$ cat config.mk
export PLATFORM = sky130hd
export DESIGN_NAME = arc_top
export DESIGN_NICKNAME = d
export VERILOG_FILES = /design/src/arc_pkg.sv /design/src/arc_sticky.sv /design/src/arc_top.sv
export SDC_FILE = /design/constraint.sdc
export NUM_CORES = 1
export LEC_CHECK = 0
export BUFFER_PORTS_ARGS = -buffer_cell sky130_fd_sc_hd__buf_4
export CELL_PAD_IN_SITES_DETAIL_PLACEMENT = 1
export CELL_PAD_IN_SITES_GLOBAL_PLACEMENT = 2
export CORE_AREA = 2 2 206 187
export CTS_CLUSTER_DIAMETER = 60
export DETAILED_ROUTE_END_ITERATION = 10
export DIE_AREA = 0 0 208 189
export PLACE_DENSITY = 0.84
export SETUP_SLACK_MARGIN = 0.15
export SYNTH_ARGS = -nofsm -noshare
export SYNTH_HDL_FRONTEND = slang
export SYNTH_HIERARCHICAL = 1
export SYNTH_SLANG_ARGS = --single-unit
$ cat constraint.sdc
create_clock -name clk -period 12.1 [get_ports clk]
set_clock_uncertainty 0.1 [all_clocks]
set_input_delay 2.42 -clock clk [delete_from_list [all_inputs] [get_ports clk]]
set_output_delay 2.42 -clock clk [all_outputs]
set_load 0.02 [all_outputs]
$ cat src/arc_pkg.sv
// Constants, register map and types of the result computation unit
package arc_pkg;
   // Widths of the datapath
   localparam int RES_W = 10;
   localparam int ACC_W = 18;
   localparam int CNT_W = 8;
   localparam int THR_W = 16;
   localparam int ERR_W = 20;
   localparam int ST_W = 5;
   // Register byte addresses
   localparam logic [11:0] A_CTRL = 12'h000;
   localparam logic [11:0] A_REPEAT = 12'h004;
   localparam logic [11:0] A_SETPOINT = 12'h008;
   localparam logic [11:0] A_UPPER = 12'h00c;
   localparam logic [11:0] A_LOWER = 12'h010;
   localparam logic [11:0] A_RESULT = 12'h014;
   localparam logic [11:0] A_ACCUM = 12'h018;
   localparam logic [11:0] A_ERROR = 12'h01c;
   localparam logic [11:0] A_COUNT = 12'h020;
   localparam logic [11:0] A_STATUS = 12'h024;
   localparam logic [11:0] A_MASK = 12'h028;
   // Control register field positions
   localparam int F_MODE = 0;
   localparam int F_DSE = 3;
   localparam int F_CRS = 4;
   localparam int F_CALC = 8;
   localparam int F_TMD = 12;
   localparam int CTRL_W = 15;
   // Status bit positions
   localparam int S_DONE = 0;
   localparam int S_TIF = 1;
   localparam int S_OVF = 2;
   localparam int S_UTH = 3;
   localparam int S_LTH = 4;
   // Reset values
   localparam logic [CTRL_W-1:0] CTRL_RST = 15'h0000;
   localparam logic [CNT_W-1:0] REPEAT_RST = 8'h01;
   localparam logic [ST_W-1:0] MASK_RST = 5'h00;
   // Computation modes
   typedef enum logic [2:0] {
      MD_BASIC = 3'h0, MD_ACCUM = 3'h1, MD_AVG = 3'h2,
      MD_BURST = 3'h3, MD_LPF = 3'h4
   } arc_mode_t;
   // Error calculation choices
   typedef enum logic [2:0] {
      CL_DERIV = 3'h0, CL_CVD = 3'h1, CL_RES_SP = 3'h2,
      CL_RES_FLT = 3'h3, CL_FLT_DERIV = 3'h4, CL_FLT_SP = 3'h5
   } arc_calc_t;
   // Threshold conditions
   typedef enum logic [2:0] {
      TM_NEVER = 3'h0, TM_BELOW_LO = 3'h1, TM_GE_LO = 3'h2,
      TM_INSIDE = 3'h3, TM_OUTSIDE = 3'h4, TM_LE_UP = 3'h5,
      TM_ABOVE_UP = 3'h6, TM_ALWAYS = 3'h7
   } arc_tmd_t;
   // Sequencer states
   typedef enum logic [1:0] {
      ST_IDLE = 2'b00, ST_CONV = 2'b01, ST_CALC = 2'b10
   } arc_state_t;
endpackage : arc_pkg

$ cat src/arc_sticky.sv
// Sticky flag bank with clear on demand; a set wins over a clear
`timescale 1ns/1ps
module arc_sticky #(
   parameter int W = 1
) (
   input wire logic clk,
   input wire logic rst,
   input wire logic [W-1:0] set,
   input wire logic clr,
   output logic [W-1:0] q
);
   // Flags hold until cleared, a new set in the clear cycle survives
   always_ff @(posedge clk or posedge rst) begin
      if (rst) begin
         q <= '0;
      end else begin
         q <= (q & ~{W{clr}}) | set;
      end
   end
endmodule // arc_sticky

$ cat src/arc_top.sv
// Post-conversion computation unit with APB registers and interrupt
// What this block does
// - Three-bit field picks one of five modes
// - Basic mode converts one or two samples
// - Accumulate adds each result, counts, flags each
// - Average tests at target, clears next trigger
// - Burst clears, retriggers until count reaches target
// - Filter every result, test from target on
// - Cutoff shift sets filter cutoff
// - Latch results, hold stable after conversion
// - Three-bit select picks the error calculation
// - Compare error with both thresholds, set flags
// - Three-bit field picks threshold condition
// - Met condition sets threshold interrupt flag
// - Comparisons are signed two's complement
// - Overflow flag signals threshold interrupt at every test
`timescale 1ns/1ps
module arc_top (
   input wire logic clk,
   input wire logic rst,
   input wire logic psel,
   input wire logic penable,
   input wire logic pwrite,
   input wire logic [11:0] paddr,
   input wire logic [31:0] pwdata,
   output logic [31:0] prdata,
   output logic pready,
   output logic pslverr,
   input wire logic trigger,
   output logic conv_start,
   input wire logic conv_done,
   input wire logic [arc_pkg::RES_W-1:0] conv_result,
   output logic irq
);
   import arc_pkg::*;

   // Software settings
   logic [CTRL_W-1:0] ctrl_reg;
   logic [CNT_W-1:0] repeat_reg;
   logic [THR_W-1:0] setpoint_reg, upper_reg, lower_reg;
   logic [ST_W-1:0] mask_reg;
   // Decoded fields
   logic [2:0] computation_mode_select;
   logic double_sample_enable;
   logic [2:0] filter_cutoff_shift;
   logic [2:0] error_calc_select;
   logic [2:0] threshold_mode_select;
   arc_mode_t mode;
   // Datapath state
   arc_state_t state_reg;
   logic start_reg;
   logic [RES_W-1:0] result_reg, prev_result_reg, first_reg;
   logic second_reg;
   logic [ACC_W-1:0] acc_reg;
   logic [ACC_W-1:0] prev_filt_reg;
   logic [CNT_W-1:0] sample_count;
   logic tested_reg;
   logic [ERR_W-1:0] error_reg;
   // Status flags
   logic [ST_W-1:0] status;
   logic [ST_W-1:0] status_set;
   logic status_clr;
   // Combinational helpers
   logic [ACC_W:0] sum;
   logic [ACC_W-1:0] filt;
   logic [ERR_W-1:0] error_value;
   logic [ERR_W-1:0] up_ext, lo_ext;
   logic upper_threshold_flag, lower_threshold_flag;
   logic cond_met;
   logic test_now;
   logic more_burst;
   logic wr_en, rd_en;

   assign computation_mode_select = ctrl_reg[F_MODE +: 3];
   assign double_sample_enable = ctrl_reg[F_DSE];
   assign filter_cutoff_shift = ctrl_reg[F_CRS +: 3];
   assign error_calc_select = ctrl_reg[F_CALC +: 3];
   assign threshold_mode_select = ctrl_reg[F_TMD +: 3];

   always_comb begin
      unique case (computation_mode_select)
         MD_ACCUM: mode = MD_ACCUM;
         MD_AVG: mode = MD_AVG;
         MD_BURST: mode = MD_BURST;
         MD_LPF: mode = MD_LPF;
         default: mode = MD_BASIC;
      endcase
   end

   // Zero-wait APB slave
   assign pready = 1'b1;
   assign wr_en = psel & penable & pwrite;
   assign rd_en = psel & penable & ~pwrite;

   // Writable settings
   always_ff @(posedge clk or posedge rst) begin
      if (rst) begin
         ctrl_reg <= CTRL_RST;
         repeat_reg <= REPEAT_RST;
         setpoint_reg <= '0;
         upper_reg <= '0;
         lower_reg <= '0;
         mask_reg <= MASK_RST;
      end else if (wr_en) begin
         unique case (paddr)
            A_CTRL: ctrl_reg <= pwdata[CTRL_W-1:0];
            A_REPEAT: repeat_reg <= pwdata[CNT_W-1:0];
            A_SETPOINT: setpoint_reg <= pwdata[THR_W-1:0];
            A_UPPER: upper_reg <= pwdata[THR_W-1:0];
            A_LOWER: lower_reg <= pwdata[THR_W-1:0];
            A_MASK: mask_reg <= pwdata[ST_W-1:0];
            default: ;
         endcase
      end
   end

   // Read mux and error answer for unmapped addresses
   always_comb begin
      prdata = 32'h0000_0000;
      pslverr = 1'b0;
      unique case (paddr)
         A_CTRL: prdata[CTRL_W-1:0] = ctrl_reg;
         A_REPEAT: prdata[CNT_W-1:0] = repeat_reg;
         A_SETPOINT: prdata[THR_W-1:0] = setpoint_reg;
         A_UPPER: prdata[THR_W-1:0] = upper_reg;
         A_LOWER: prdata[THR_W-1:0] = lower_reg;
         A_RESULT: prdata[RES_W-1:0] = result_reg;
         A_ACCUM: prdata[ACC_W-1:0] = acc_reg;
         A_ERROR: prdata = {{(32-ERR_W){error_reg[ERR_W-1]}}, error_reg};
         A_COUNT: prdata[CNT_W-1:0] = sample_count;
         A_STATUS: prdata[ST_W-1:0] = status;
         A_MASK: prdata[ST_W-1:0] = mask_reg;
         default: pslverr = psel & penable;
      endcase
   end

   // filtered value scaled by cutoff shift
   assign filt = acc_reg >> filter_cutoff_shift;

   // Next accumulator sum, overflow shows in the top bit
   always_comb begin
      sum = {1'b0, acc_reg} + {{(ACC_W+1-RES_W){1'b0}}, conv_result};
      if (mode == MD_LPF) begin
         sum = sum - {1'b0, filt};
      end
   end

   // Burst needs more samples; average, burst and filter test when the target is met, other modes test every result
   assign more_burst = (mode == MD_BURST) && (sample_count < repeat_reg);
   always_comb begin
      unique case (mode)
         MD_AVG, MD_BURST, MD_LPF: test_now = sample_count >= repeat_reg;
         default: test_now = 1'b1;
      endcase
   end

   always_comb begin
      unique case (error_calc_select)
         CL_DERIV: error_value = ERR_W'({1'b0, result_reg}) -
                                 ERR_W'({1'b0, prev_result_reg});
         CL_CVD: error_value = ERR_W'({1'b0, first_reg}) -
                               ERR_W'({1'b0, result_reg});
         CL_RES_SP: error_value = ERR_W'({1'b0, result_reg}) -
                                  ERR_W'($signed(setpoint_reg));
         CL_RES_FLT: error_value = ERR_W'({1'b0, result_reg}) -
                                   ERR_W'({1'b0, filt});
         CL_FLT_DERIV: error_value = ERR_W'({1'b0, filt}) -
                                     ERR_W'({1'b0, prev_filt_reg});
         CL_FLT_SP: error_value = ERR_W'({1'b0, filt}) -
                                  ERR_W'($signed(setpoint_reg));
         default: error_value = '0;
      endcase
   end

   assign up_ext = ERR_W'($signed(upper_reg));
   assign lo_ext = ERR_W'($signed(lower_reg));
   assign upper_threshold_flag = $signed(error_value) > $signed(up_ext);
   assign lower_threshold_flag = $signed(error_value) < $signed(lo_ext);

   always_comb begin
      unique case (threshold_mode_select)
         TM_NEVER: cond_met = 1'b0;
         TM_BELOW_LO: cond_met = lower_threshold_flag;
         TM_GE_LO: cond_met = ~lower_threshold_flag;
         TM_INSIDE: cond_met = ~lower_threshold_flag & ~upper_threshold_flag;
         TM_OUTSIDE: cond_met = lower_threshold_flag | upper_threshold_flag;
         TM_LE_UP: cond_met = ~upper_threshold_flag;
         TM_ABOVE_UP: cond_met = upper_threshold_flag;
         TM_ALWAYS: cond_met = 1'b1;
      endcase
   end

   // Sequencer: wait trigger, convert, compute
   always_ff @(posedge clk or posedge rst) begin
      if (rst) begin
         state_reg <= ST_IDLE;
         start_reg <= 1'b0;
         second_reg <= 1'b0;
      end else begin
         start_reg <= 1'b0;
         unique case (state_reg)
            ST_IDLE: if (trigger) begin
               state_reg <= ST_CONV;
               start_reg <= 1'b1;
            end
            ST_CONV: if (conv_done) begin
               if (mode == MD_BASIC && double_sample_enable && !second_reg)
               begin
                  second_reg <= 1'b1;
                  start_reg <= 1'b1;
               end else begin
                  second_reg <= 1'b0;
                  state_reg <= ST_CALC;
               end
            end
            ST_CALC: if (more_burst) begin
               state_reg <= ST_CONV;
               start_reg <= 1'b1;
            end else begin
               state_reg <= ST_IDLE;
            end
            default: state_reg <= ST_IDLE;
         endcase
      end
   end
   assign conv_start = start_reg;

   // result latch and first sample of a pair
   always_ff @(posedge clk or posedge rst) begin
      if (rst) begin
         result_reg <= '0;
         first_reg <= '0;
      end else if (state_reg == ST_CONV && conv_done) begin
         result_reg <= conv_result;
         if (!second_reg) begin
            first_reg <= conv_result;
         end
      end
   end

   always_ff @(posedge clk or posedge rst) begin
      if (rst) begin
         acc_reg <= '0;
         sample_count <= '0;
         tested_reg <= 1'b0;
      end else if (state_reg == ST_IDLE && trigger &&
                   (mode == MD_BURST || (mode == MD_AVG && tested_reg))) begin
         acc_reg <= '0;
         sample_count <= '0;
         tested_reg <= 1'b0;
      end else if (state_reg == ST_CONV && conv_done) begin
         if (mode == MD_BASIC) begin
            acc_reg <= ACC_W'(conv_result);
         end else begin
            acc_reg <= sum[ACC_W-1:0];
            if (sample_count != '1) begin
               sample_count <= sample_count + 1'b1;
            end
         end
      end else if (state_reg == ST_CALC) begin
         tested_reg <= test_now && !more_burst;
      end
   end

   // Previous values for derivative calculations, error snapshot
   always_ff @(posedge clk or posedge rst) begin
      if (rst) begin
         prev_result_reg <= '0;
         prev_filt_reg <= '0;
         error_reg <= '0;
      end else if (state_reg == ST_CALC) begin
         prev_result_reg <= result_reg;
         if (test_now) begin
            prev_filt_reg <= filt;
            error_reg <= error_value;
         end
      end
   end

   // Status events
   always_comb begin
      status_set = '0;
      // Overflow of the accumulator
      status_set[S_OVF] = state_reg == ST_CONV && conv_done &&
                          mode != MD_BASIC && sum[ACC_W];
      if (state_reg == ST_CALC) begin
         status_set[S_DONE] = ~more_burst;
         if (test_now && !more_burst) begin
            status_set[S_UTH] = upper_threshold_flag;
            status_set[S_LTH] = lower_threshold_flag;
            status_set[S_TIF] = cond_met | status[S_OVF];
         end
      end
   end
   assign status_clr = rd_en && paddr == A_STATUS;

   // Sticky status, a read clears it
   arc_sticky #(.W(ST_W)) u_status (
      .clk(clk),
      .rst(rst),
      .set(status_set),
      .clr(status_clr),
      .q(status)
   );

   // Level interrupt from unmasked flags
   assign irq = |(status & mask_reg);
endmodule // arc_top

Word-level counts from Yosys, hierarchy flattened
Index checks and enable logic that the tools add are counted.
- register bits: 180
- input port bits: 61
- output and inout port bits: 36
- add/subtract/negate cells: 9
- order comparisons: 4
- equality and inequality tests: 37
- shifts and indexed selects: 1
- muxes and demuxes: 37
- bitwise logic cells: 15
- reductions and logical operators: 38
- operators with widths (cell ; number):
    $pmux W20 S6 ; 1
    $pmux W5 S11 ; 1
    $mux W18 ; 3
    $eq A12 B5 Y1 const B ; 4
    $eq A12 B6 Y1 const B ; 3
    $mux W8 ; 4
    $pmux W5 S6 ; 1
    $pmux W3 S9 ; 1
    $eq A12 B4 Y1 const B ; 2
    $eq A3 B2 Y1 const B ; 8
    $eq A3 B3 Y1 const B ; 8
    $sub A10 B10 Y11 ; 2
    $gt A20 B16 Y1 ; 1
    $lt A20 B16 Y1 ; 1
    $reduce_and A2 Y1 ; 10
    $sub A19 B16 Y20 ; 1
    $add A18 B10 Y19 ; 1
    $mux W19 ; 1
    $sub A10 B18 Y19 ; 1
    $sub A18 B18 Y19 ; 1
    $sub A19 B18 Y19 ; 1
    $shr A18 B3 Y18 ; 1
    $sub A11 B16 Y17 ; 1
    $mux W14 ; 1
    other kinds (37) ; 82

Depth between registers and ports, before layout
Gate-level depths: netlist of the first run.
- depth after elaboration: 11
- mapped depth: 31
- mapped depth without buffers: 28

Cells and area by module
The synthesis of the first run kept the hierarchy.
- modules (own cells, without submodules) (module ; instances ; cells each ; area an instance (sq um) ; sequential area each (sq um)):
    arc_top ; 1 ; 1808 ; 15258.4 ; 4380.5
    arc_sticky ; 1 ; 12 ; 170.2 ; 125.1

Least setup slack after synthesis of the first run
Ideal clock, no wire load.
- path kind: input to output
- start: input paddr[9]
- end: output prdata[20]
- arrival time: 4.453 ns
- data required time: 9.580 ns
- slack: 5.127 ns
- stages on the path: 7
- buffers on the path: 3
- cell sequence: nor4_1 > nand4b_1 > nor2_1 > clkbuf_1 > clkbuf_1 > and2_1 > buf_4
- word-level cells in the longest chain between the ends: 2
- RTL lines (what ; RTL line ; RTL):
    start: declaration ; arc_top.sv:24 ; input wire logic [11:0] paddr,
    $eq A12 B5 Y1 ; arc_top.sv:121 ; unique case (paddr)
    $mux W14 ; arc_top.sv:121 ;
    end: declaration ; arc_top.sv:26 ; output logic [31:0] prdata,
No other way between the ends.

Worst setup path after layout of the first run
- start: register ctrl_reg[4]
- end: register u_status.q[1]
- word-level cells in the longest chain between the ends: 11
- RTL lines (what ; RTL line ; RTL):
    start: declaration ; arc_top.sv:38 ; logic [CTRL_W-1:0] ctrl_reg;
    start signal: assignment ; arc_top.sv:106 ; A_CTRL: ctrl_reg <= pwdata[CTRL_W-1:0];
    $shr A18 B3 Y18 (*) ; arc_top.sv:138 ; assign filt = acc_reg >> filter_cutoff_shift;
    named net filt[2] ; arc_top.sv:65 ; logic [ACC_W-1:0] filt;
    $sub A19 B16 Y20 (tied with other cells) ; arc_top.sv:169 ; CL_FLT_SP: error_value = ERR_W'({1'b0, filt}) -
    $pmux W20 S6 (*) ; arc_top.sv:158 ; unique case (error_calc_select)
    named net error_value[19] ; arc_top.sv:66 ; logic [ERR_W-1:0] error_value;
    $lt A20 B16 Y1 / $gt A20 B16 Y1 (equally long branches) ; arc_top.sv:178, arc_top.sv:177 ;
    $not A1 Y1, on equally long branches ; arc_top.sv:184, arc_top.sv:185, arc_top.sv:187 ;
    $and A1 B1 Y1 ; arc_top.sv:185 ; TM_INSIDE: cond_met = ~lower_threshold_flag & ~upper_threshold_flag;
    $pmux W1 S8 (*) ; arc_top.sv:181 ; unique case (threshold_mode_select)
    $or A1 B1 Y1 (*) ; arc_top.sv:291 ; status_set[S_TIF] = cond_met | status[S_OVF];
    $mux W1 (*) ; arc_top.sv:288 ; if (test_now && !more_burst) begin
    $mux W2 (*) ; arc_top.sv:286 ; if (state_reg == ST_CALC) begin
    named net status_set[1] ; arc_top.sv:61 ; logic [ST_W-1:0] status_set;
    $or A5 B5 Y5 (*) ; arc_sticky.sv:17 ; q <= (q & ~{W{clr}}) | set;
    end signal: assignment ; arc_sticky.sv:17 ;
    end: declaration ; arc_sticky.sv:10 ; output logic [W-1:0] q
Mark *: on every way through the listed nets, which the timed path passes. The rest lies on a longest branch.
A chain may end at the register's enable or synchronous reset.

==> metrics.yaml, run 1 <==
setup_path:
  r2r_cells: 26
  worst_path_most_repeated_cell: "sky130_fd_sc_hd__a211oi_1"
  worstPathMaxFanout: 17
  worstSetupStartpointType: "flip-flop"
  worstSetupPathType: "flip-flop to flip-flop"
  r2r-start: "ctrl_reg[4]$_DFFE_PP0P_"
  required_ps: 12360
  critPathCaptureType: "flip-flop"
  cp.arrival_ps: 8110
  crit_path_start: "ctrl_reg[4]$_DFFE_PP0P_"
  r2r-end: "u_status/q[1]$_DFF_PP0_"
  critPathSlowestCell: "sky130_fd_sc_hd__dfrtp_1"
  timing.reg2reg.setup_slack_ps: 4250
  crit_path_max_cell_delay_ps: 910
floorplanning:
  boundaryPins: 97
  start_util: 0.416
  horiz_die_dim_um: 208
  placeableCoreArea_mm2: 0.0371
  floorplan.die.height_um: 189
  rows: 67
  floorplan.die_area_mm2: 0.0393
layout:
  antennaDiodeCount: 0
  area_growth_syn_to_layout_pct: 10.5
  sequential_cell_area_mm2: 0.00451
  nFillCells: 4400
  layout_commonest_cell: "sky130_fd_sc_hd__nand2_1"
  multi_input_area_mm2: 0.0100
  drive_gt1_frac: 0.109
  fin_nets: 2080
  finalInstanceArea_mm2: 0.0171
  largest_reg_flops: 20
  layout.cells.most_common_list: "189 x sky130_fd_sc_hd__nand2_1, 179 x sky130_fd_sc_hd__dfrtp_1, 154 x sky130_fd_sc_hd__ha_1"
placed_design:
  portBuffers: 79
  placedInstanceArea_mm2: 0.0164
  post-dp-hpwl_um: 44600
  gp_congestion: 0.950
min_path:
  worst_hold_path.num_cells: 2
  hold_path_endpoint: "prev_result_reg[4]$_DFFE_PP0N_"
  hold_path_class: "flip-flop to flip-flop"
  hold_start: "prev_result_reg[4]$_DFFE_PP0N_"
global_route:
  antenna_found_initial: 1
  grt_max_degree: 103
  number_of_global_route_vias_before_repair: 14700
  wire_length_of_the_first_global_routing_pass_um: 87200
  grt.total_usage: 0.289
  overflow: 0
yosys:
  synth.lib_cells_used.distinct: 94
  netlist_top_cells_area: "sky130_fd_sc_hd__dfrtp_1 29%, sky130_fd_sc_hd__ha_1 12%, sky130_fd_sc_hd__nand2_1 4.6%"
  post-synth-top-area-fraction: 0.290
  synthDominantAreaCellType: "sky130_fd_sc_hd__dfrtp_1"
  yosys_register_bits: 180
  synth_enable_flop_cells: 0
  netlist_area_mm2: 0.0154
  ys_seq_area_frac: 0.292
  syn_nets: 2043
  synth.yosys.warnings: 6
  synth.avg_cell_area_um2: 8.48
  synthFlopType: "sky130_fd_sc_hd__dfrtp_1"
  netlist_instances: 1820
  async_reset_ff_frac: 1.00
clock_network:
  postCtsSetupBuffers: 0
  cts_htree_levels: 4
  clk_latency_ps: 470
  clock_tree_from_tritoncts: "yes"
  clk_transition_reported_paths_ps: 80
  clock_path_buffers: 2
  post_cts_hold_buffer_count: 0
  clock_tree.root_cell: "sky130_fd_sc_hd__clkbuf_16"
  number_of_sinks_driven_by_the_clock_tree: 180
  cts_buffers: 17
  cts_repair_resizes: 0
detailed_routing:
  top_signal_layer_used: "met5"
  detail_route.wirelength_um: 56700
  wirelength_met1_um: 26200
  wl_met3_um: 2570
  drt.antenna.violating_nets: 0
  met2RoutedLength_um: 26900
  via_count: 14300
  route.detailed.drc: 0
  drt_iter0_markers: 1114
  wl_per_cell_um: 24.1
  drt_pre_antenna_iters: 5
  detail_route.vias_per_cell: 6.07
pwr:
  power_leakage_nw: 7.92
  max-vdd-ir-drop_mv: 0.156
  power-per-cell-area_mw_per_mm2: 248
sta:
  timing.final.setup_violations: 0
  final-max-slew-violation-count: 0
  hold_violations: 0
  final_min_period_over_clock_period: 0.649
  post-route-min-period_ps: 7850
  max_slew.worst_pin.slew_ps: 1120
  finalSetupTns_ps: 0
  relSlewSlack: 0.251
  grt_setup_unrepaired: "no"
  timing.hold.ws_ps: 392
  maxClockFrequency_ghz: 0.127
status:
  run_status: "completed"
flow_run:
  cap_viol_max_count: 0
[metal layers]
metal  up-vias  global-route usage
li1       6649                   -
met1      7247               0.394
met2       314               0.484
met3        59              0.0358
met4         2              0.0775
met5         -                   0
[how the worst max path moves through the flow]
stage	slack [ps]	to	depth (start not counted)
final	4250	u_status/q[1]$_DFF_PP0_	26
after global routing	3650	u_status/q[1]$_DFF_PP0_	26
after CTS	4300	u_status/q[1]$_DFF_PP0_	26
after detailed placement	4330	u_status/q[1]$_DFF_PP0_	26
after global placement	4500	prdata[9]	8
after floorplan	4840	acc_reg[0]$_DFFE_PP0P_	1
[power by group]
part           total, mW  switching [mW]  internal, mW
clock network      0.612           0.274         0.338
registers          0.902           0.172         0.731
logic               2.72            1.65          1.07
total               4.23            2.09          2.14
[final cells by class]
cell class                      instances  area share
Tap cell                              483      0.0354
Inverter                              141      0.0315
Timing Repair Buffer                   99      0.0436
Multi-Input combinational cell       1418       0.588
Sequential cell                       180       0.264
Clock inverter                         10     0.00793
Clock buffer                           22      0.0290
[metrics by stage]
stage / utilization / worst slack (ps) / instances / power (mW)
6_report: 0.460 / 4250 / 2353 / 4.23
5_1_grt: 0.460 / 3650 / 2353 / 4.55
4_1_cts: 0.460 / 4300 / 2353 / 4.22
3_5_place_dp: 0.443 / 4330 / 2321 / 3.58
3_3_place_gp: 0.443 / 4500 / 2321 / 3.48
2_1_floorplan: - / 4840 / 1820 / 2.78
[critical path: cells and delay by family (launching register included)]
kind | cells | cell delay, ps
AO/OA/AOI/OAI | 17 | 4120
flip-flops | 1 | 910
adder cells (fa/ha/maj) | 2 | 850
AND/OR/NAND/NOR | 4 | 820
buffers and inverters | 2 | 680
multiplexers | 1 | 220
[cell usage after synthesis (all sizes together), types with 22 or more instances]
| cell | count |
|---|---|
| xor2 | 43 |
| a22oi | 38 |
| nand3 | 40 |
| a211oi | 25 |
| o21ai | 151 |
| nor2 | 125 |
| a21oi | 120 |
| mux2 | 48 |
| buf | 34 |
| a21o | 35 |
| mux2i | 37 |
| nand2 | 189 |
| xnor2 | 60 |
| nand2b | 22 |
| ha | 154 |
| clkbuf | 47 |
| inv | 141 |
| dfrtp | 179 |
| nor3 | 38 |
[logic make-up (layout without fill, tap and decap cells)]
logic type,Yosys count,count (layout),synth area share
adder cells (fa/ha/maj),162,162,0.135
AND/OR/NAND/NOR,520,520,0.159
AO/OA/AOI/OAI,546,546,0.234
buffers and inverters,222,272,0.0598
other,1,1,0.000243
XOR/XNOR,103,103,0.0585
multiplexers,86,86,0.0620
flip-flops,180,180,0.292
(Power assumes the default switching activity.)
==> inputs of run 2 (changes only) <==
--- a/config.mk
+++ b/config.mk
@@ -5,14 +5,15 @@
 export SDC_FILE = /design/constraint.sdc
 export NUM_CORES = 1
 export LEC_CHECK = 0
+export ABC_AREA = 1
 export BUFFER_PORTS_ARGS = -buffer_cell sky130_fd_sc_hd__buf_4
 export CELL_PAD_IN_SITES_DETAIL_PLACEMENT = 1
 export CELL_PAD_IN_SITES_GLOBAL_PLACEMENT = 2
-export CORE_AREA = 2 2 206 187
+export CORE_AREA = 2 2 229 208
 export CTS_CLUSTER_DIAMETER = 60
 export DETAILED_ROUTE_END_ITERATION = 10
-export DIE_AREA = 0 0 208 189
-export PLACE_DENSITY = 0.84
+export DIE_AREA = 0 0 231 210
+export PLACE_DENSITY = 0.77
 export SETUP_SLACK_MARGIN = 0.15
 export SYNTH_ARGS = -nofsm -noshare
 export SYNTH_HDL_FRONTEND = slang
==> constraint.sdc (replaced) <==
create_clock -name clk -period 7.3 [get_ports clk]
set_clock_uncertainty 0.1 [all_clocks]
set_input_delay 1.46 -clock clk [delete_from_list [all_inputs] [get_ports clk]]
set_output_delay 1.46 -clock clk [all_outputs]
set_load 0.02 [all_outputs]
==> metrics.yaml, run 2 <==
layout:
  finalInstanceArea_mm2: 0.0178  # +4.3%
  largest_reg_flops: 20  # unchanged
  fin_nets: 2636  # +27%
  area_growth_syn_to_layout_pct: 11.3
  layout.cells.most_common_list: "591 x sky130_fd_sc_hd__nand2_1, 320 x sky130_fd_sc_hd__inv_1, 271 x sky130_fd_sc_hd__o21ai_0"
  layout_commonest_cell: "sky130_fd_sc_hd__nand2_1"
  drive_gt1_frac: 0.0758  # -0.0332
  nFillCells: 6005  # +36%
  antennaDiodeCount: 0  # unchanged
detailed_routing:
  detail_route.wirelength_um: 67500  # +19%
  drt_pre_antenna_iters: 5  # unchanged
  drt.antenna.violating_nets: 0  # unchanged
  via_count: 16500  # +16%
  detail_route.vias_per_cell: 5.42  # -11%
  route.detailed.drc: 0  # unchanged
  drt_iter0_markers: 1157  # +3.9%
  wl_per_cell_um: 22.2  # -7.9%
placed_design:
  placedInstanceArea_mm2: 0.0172  # +4.8%
  post-dp-hpwl_um: 54300  # +22%
  portBuffers: 79  # unchanged
  gp_congestion: 0.914  # -3.7%
yosys:
  synth.avg_cell_area_um2: 6.78  # -20%
  async_reset_ff_frac: 1.00  # unchanged
  netlist_area_mm2: 0.0160  # +3.6%
  yosys.area_share.adder: 0.131  # -0.00464
  dominant_combinational_cell_family_by_area_after_synthesis: "simple AND/OR/NAND/NOR gates"
  post_synth_most_frequent_cells: "592 x sky130_fd_sc_hd__nand2_1, 321 x sky130_fd_sc_hd__inv_1, 271 x sky130_fd_sc_hd__o21ai_0"
  synthXorXnorAreaFrac: 0.0164  # -0.0420
  synth.yosys.warnings: 6  # unchanged
  synth.lib_cells_used.distinct: 56  # -40%
  syn_nets: 2578  # +26%
  synthDominantAreaCellType: "sky130_fd_sc_hd__dfrtp_1"
  netlist_instances: 2355  # +29%
  synthMostInstantiatedCell: "sky130_fd_sc_hd__nand2_1"
  yosys_register_bits: 180  # unchanged
  post-synth-top-area-fraction: 0.280  # -0.00996
  synthFlopType: "sky130_fd_sc_hd__dfrtp_1"
  ys_seq_area_frac: 0.282  # -0.0100
  synthMuxAreaShare: 0.00188  # -0.0601
  synthSimpleGateAreaFrac: 0.256  # +0.0971
  synth_enable_flop_cells: 0  # unchanged
  netlist_top_cells_area: "sky130_fd_sc_hd__dfrtp_1 28%, sky130_fd_sc_hd__nand2_1 14%, sky130_fd_sc_hd__ha_1 12%"
  synth_compound_area_frac: 0.216  # -0.0179
floorplanning:
  horiz_die_dim_um: 231  # +11%
  floorplan.die_area_mm2: 0.0485  # +23%
  rows: 75  # +12%
  floorplan.die.height_um: 210  # +11%
  boundaryPins: 97  # unchanged
  start_util: 0.346  # -0.0703
  placeableCoreArea_mm2: 0.0462  # +25%
sta:
  relSlewSlack: 0.229  # -0.0213
  timing.final.setup_violations: 0  # unchanged
  post-route-min-period_ps: 6570  # -1280 ps
  timing.hold.ws_ps: 372  # -20.7 ps
  maxClockFrequency_ghz: 0.152  # +20%
  grt_setup_unrepaired: "no"
  max_slew.worst_pin.slew_ps: 1150  # +33.4 ps
  final-max-slew-violation-count: 0  # unchanged
  finalSetupTns_ps: 0  # unchanged
  final_min_period_over_clock_period: 0.899  # +0.251
  hold_violations: 0  # unchanged
clock_network:
  clock_tree.root_cell: "sky130_fd_sc_hd__clkbuf_16"
  postCtsSetupBuffers: 0  # unchanged
  cts_buffers: 17  # unchanged
  clock_path_buffers: 2  # unchanged
  clk_transition_reported_paths_ps: 80  # about the same
  clk_latency_ps: 480  # about the same
  cts_htree_levels: 4  # unchanged
  number_of_sinks_driven_by_the_clock_tree: 180  # unchanged
  clock_tree_from_tritoncts: "yes"
  post_cts_hold_buffer_count: 0  # unchanged
setup_path:
  crit_path_max_cell_delay_ps: 580  # -330 ps
  required_ps: 7560  # -4800 ps
  worstSetupPathType: "flip-flop to flip-flop"
  critPathCaptureType: "flip-flop"
  worst_path_most_repeated_cell: "sky130_fd_sc_hd__nand2_1"
  cp.arrival_ps: 6830  # -1280 ps
  critPathSlowestCell: "sky130_fd_sc_hd__dfrtp_2"
  worstPathMaxFanout: 26  # +9
  worstSetupStartpointType: "flip-flop"
pwr:
  seq_power_share: 0.180  # -0.033
  max-vdd-ir-drop_mv: 0.193  # +24%
  pwr-share-clk: 0.123  # -0.022
  power-per-cell-area_mw_per_mm2: 445  # +79%
  power_leakage_nw: 8.66  # +9.3%
  combPwrFrac: 0.697  # +0.055
  internal_power_mw: 3.56  # +66%
  share_of_total_power_consumed_by_net_switching: 0.550  # +0.0555
  switchingPower_mw: 4.35  # +110%
status:
  run_status: "completed"
flow_run:
  cap_viol_max_count: 0  # unchanged
global_route:
  number_of_global_route_vias_before_repair: 16600  # +13%
  grt_busiest_layer: "met2"
  grt_max_degree: 120  # +17%
  overflow: 0  # unchanged
  use_met2: 0.438  # -0.0458
  wire_length_of_the_first_global_routing_pass_um: 103000  # +18%
  groute.layer.met1.usage: 0.408  # +0.0138
  antenna_found_initial: 0  # -1
  grt.met3_usage: 0.0392  # +0.00340
  grt.total_usage: 0.282  # -0.00664
min_path:
  hold_path_class: "flip-flop to flip-flop"
## run 2: through the flow
| stage | utilization | power, mW | instances | setup WS [ps] |
|---|---|---|---|---|
| 2_1_floorplan | - | 5.16 | 2355 | 996 |
| 3_3_place_gp | 0.373 | 6.71 | 3010 | 898 |
| 3_5_place_dp | 0.373 | 6.86 | 3010 | 802 |
| 4_1_cts | 0.385 | 7.88 | 3042 | 686 |
| 5_1_grt | 0.385 | 8.71 | 3042 | 206 |
| 6_report | 0.385 | 7.90 | 3042 | 734 |
## run 2: area by class of cell
class / count / area [um^2] / area share
Multi-Input combinational cell: 1781 / 9920 / 0.558
Sequential cell: 180 / 4510 / 0.254
Inverter: 332 / 1250 / 0.0705
Tap cell: 616 / 771 / 0.0434
Timing Repair Buffer: 101 / 758 / 0.0427
Clock buffer: 21 / 450 / 0.0253
Clock inverter: 11 / 119 / 0.00669
## run 2: metal layers
layer / vias up / part of all wire
met5: - / 0
met4: 0 / 0.023
met3: 63 / 0.044
met2: 316 / 0.44
met1: 8105 / 0.49
li1: 8011 / -
## run 2: path summary, 6_finish.rpt
check / startpoint / end / slack [ps] / depth (start not counted)
setup / recovery: ctrl_reg[4]$_DFFE_PP0P_ / u_status/q[1]$_DFF_PP0_ / 730 / 37
max in group asynchronous: rst / prev_filt_reg[8]$_DFFE_PP0P_ / 4590 / 3
min in group asynchronous: rst / u_status/q[4]$_DFF_PP0_ / 850 / 2
hold reg to reg: state_reg[1]$_DFFE_PP0P_ / state_reg[1]$_DFFE_PP0P_ / 370 / 1
setup reg to reg: ctrl_reg[4]$_DFFE_PP0P_ / u_status/q[1]$_DFF_PP0_ / 730 / 37
hold / removal: state_reg[1]$_DFFE_PP0P_ / state_reg[1]$_DFFE_PP0P_ / 370 / 1
## run 2: power by group through the flow
stage | Sequential, mW | Combinational [mW] | Clock (mW)
floorplan | 1.33 | 3.83 | 0
global placement | 1.44 | 5.27 | 0
detailed placement | 1.44 | 5.42 | 0
CTS | 1.42 | 5.46 | 0.991
global route | 1.45 | 6.23 | 1.03
finish | 1.42 | 5.51 | 0.974
## run 2: cell families (layout without fill, tap and decap cells)
family	after synthesis	after routing
buffers and inverters	394	465
adders and majority gates	162	162
and+or+nand+nor	975	975
muxes	3	3
xor gates and xnor gates	30	30
AOI/OAI and AO/OA	610	610
other	1	1
DFF	180	180
## run 2: critical path, delay by kind of cell, from the launching register on
family,cells,cell delay [ps]
AND/OR/NAND/NOR,19,1850
adder cells (fa/ha/maj),3,1110
AO/OA/AOI/OAI,7,2000
flip-flops,1,580
buffers and inverters,8,790
## run 2: what timing repair did
action / 4_1_cts / 5_1_grt
endpoints found under the setup margin: 0 / 1
gates resized for setup: 0 / 1
hold endpoints to repair: 0 / 0
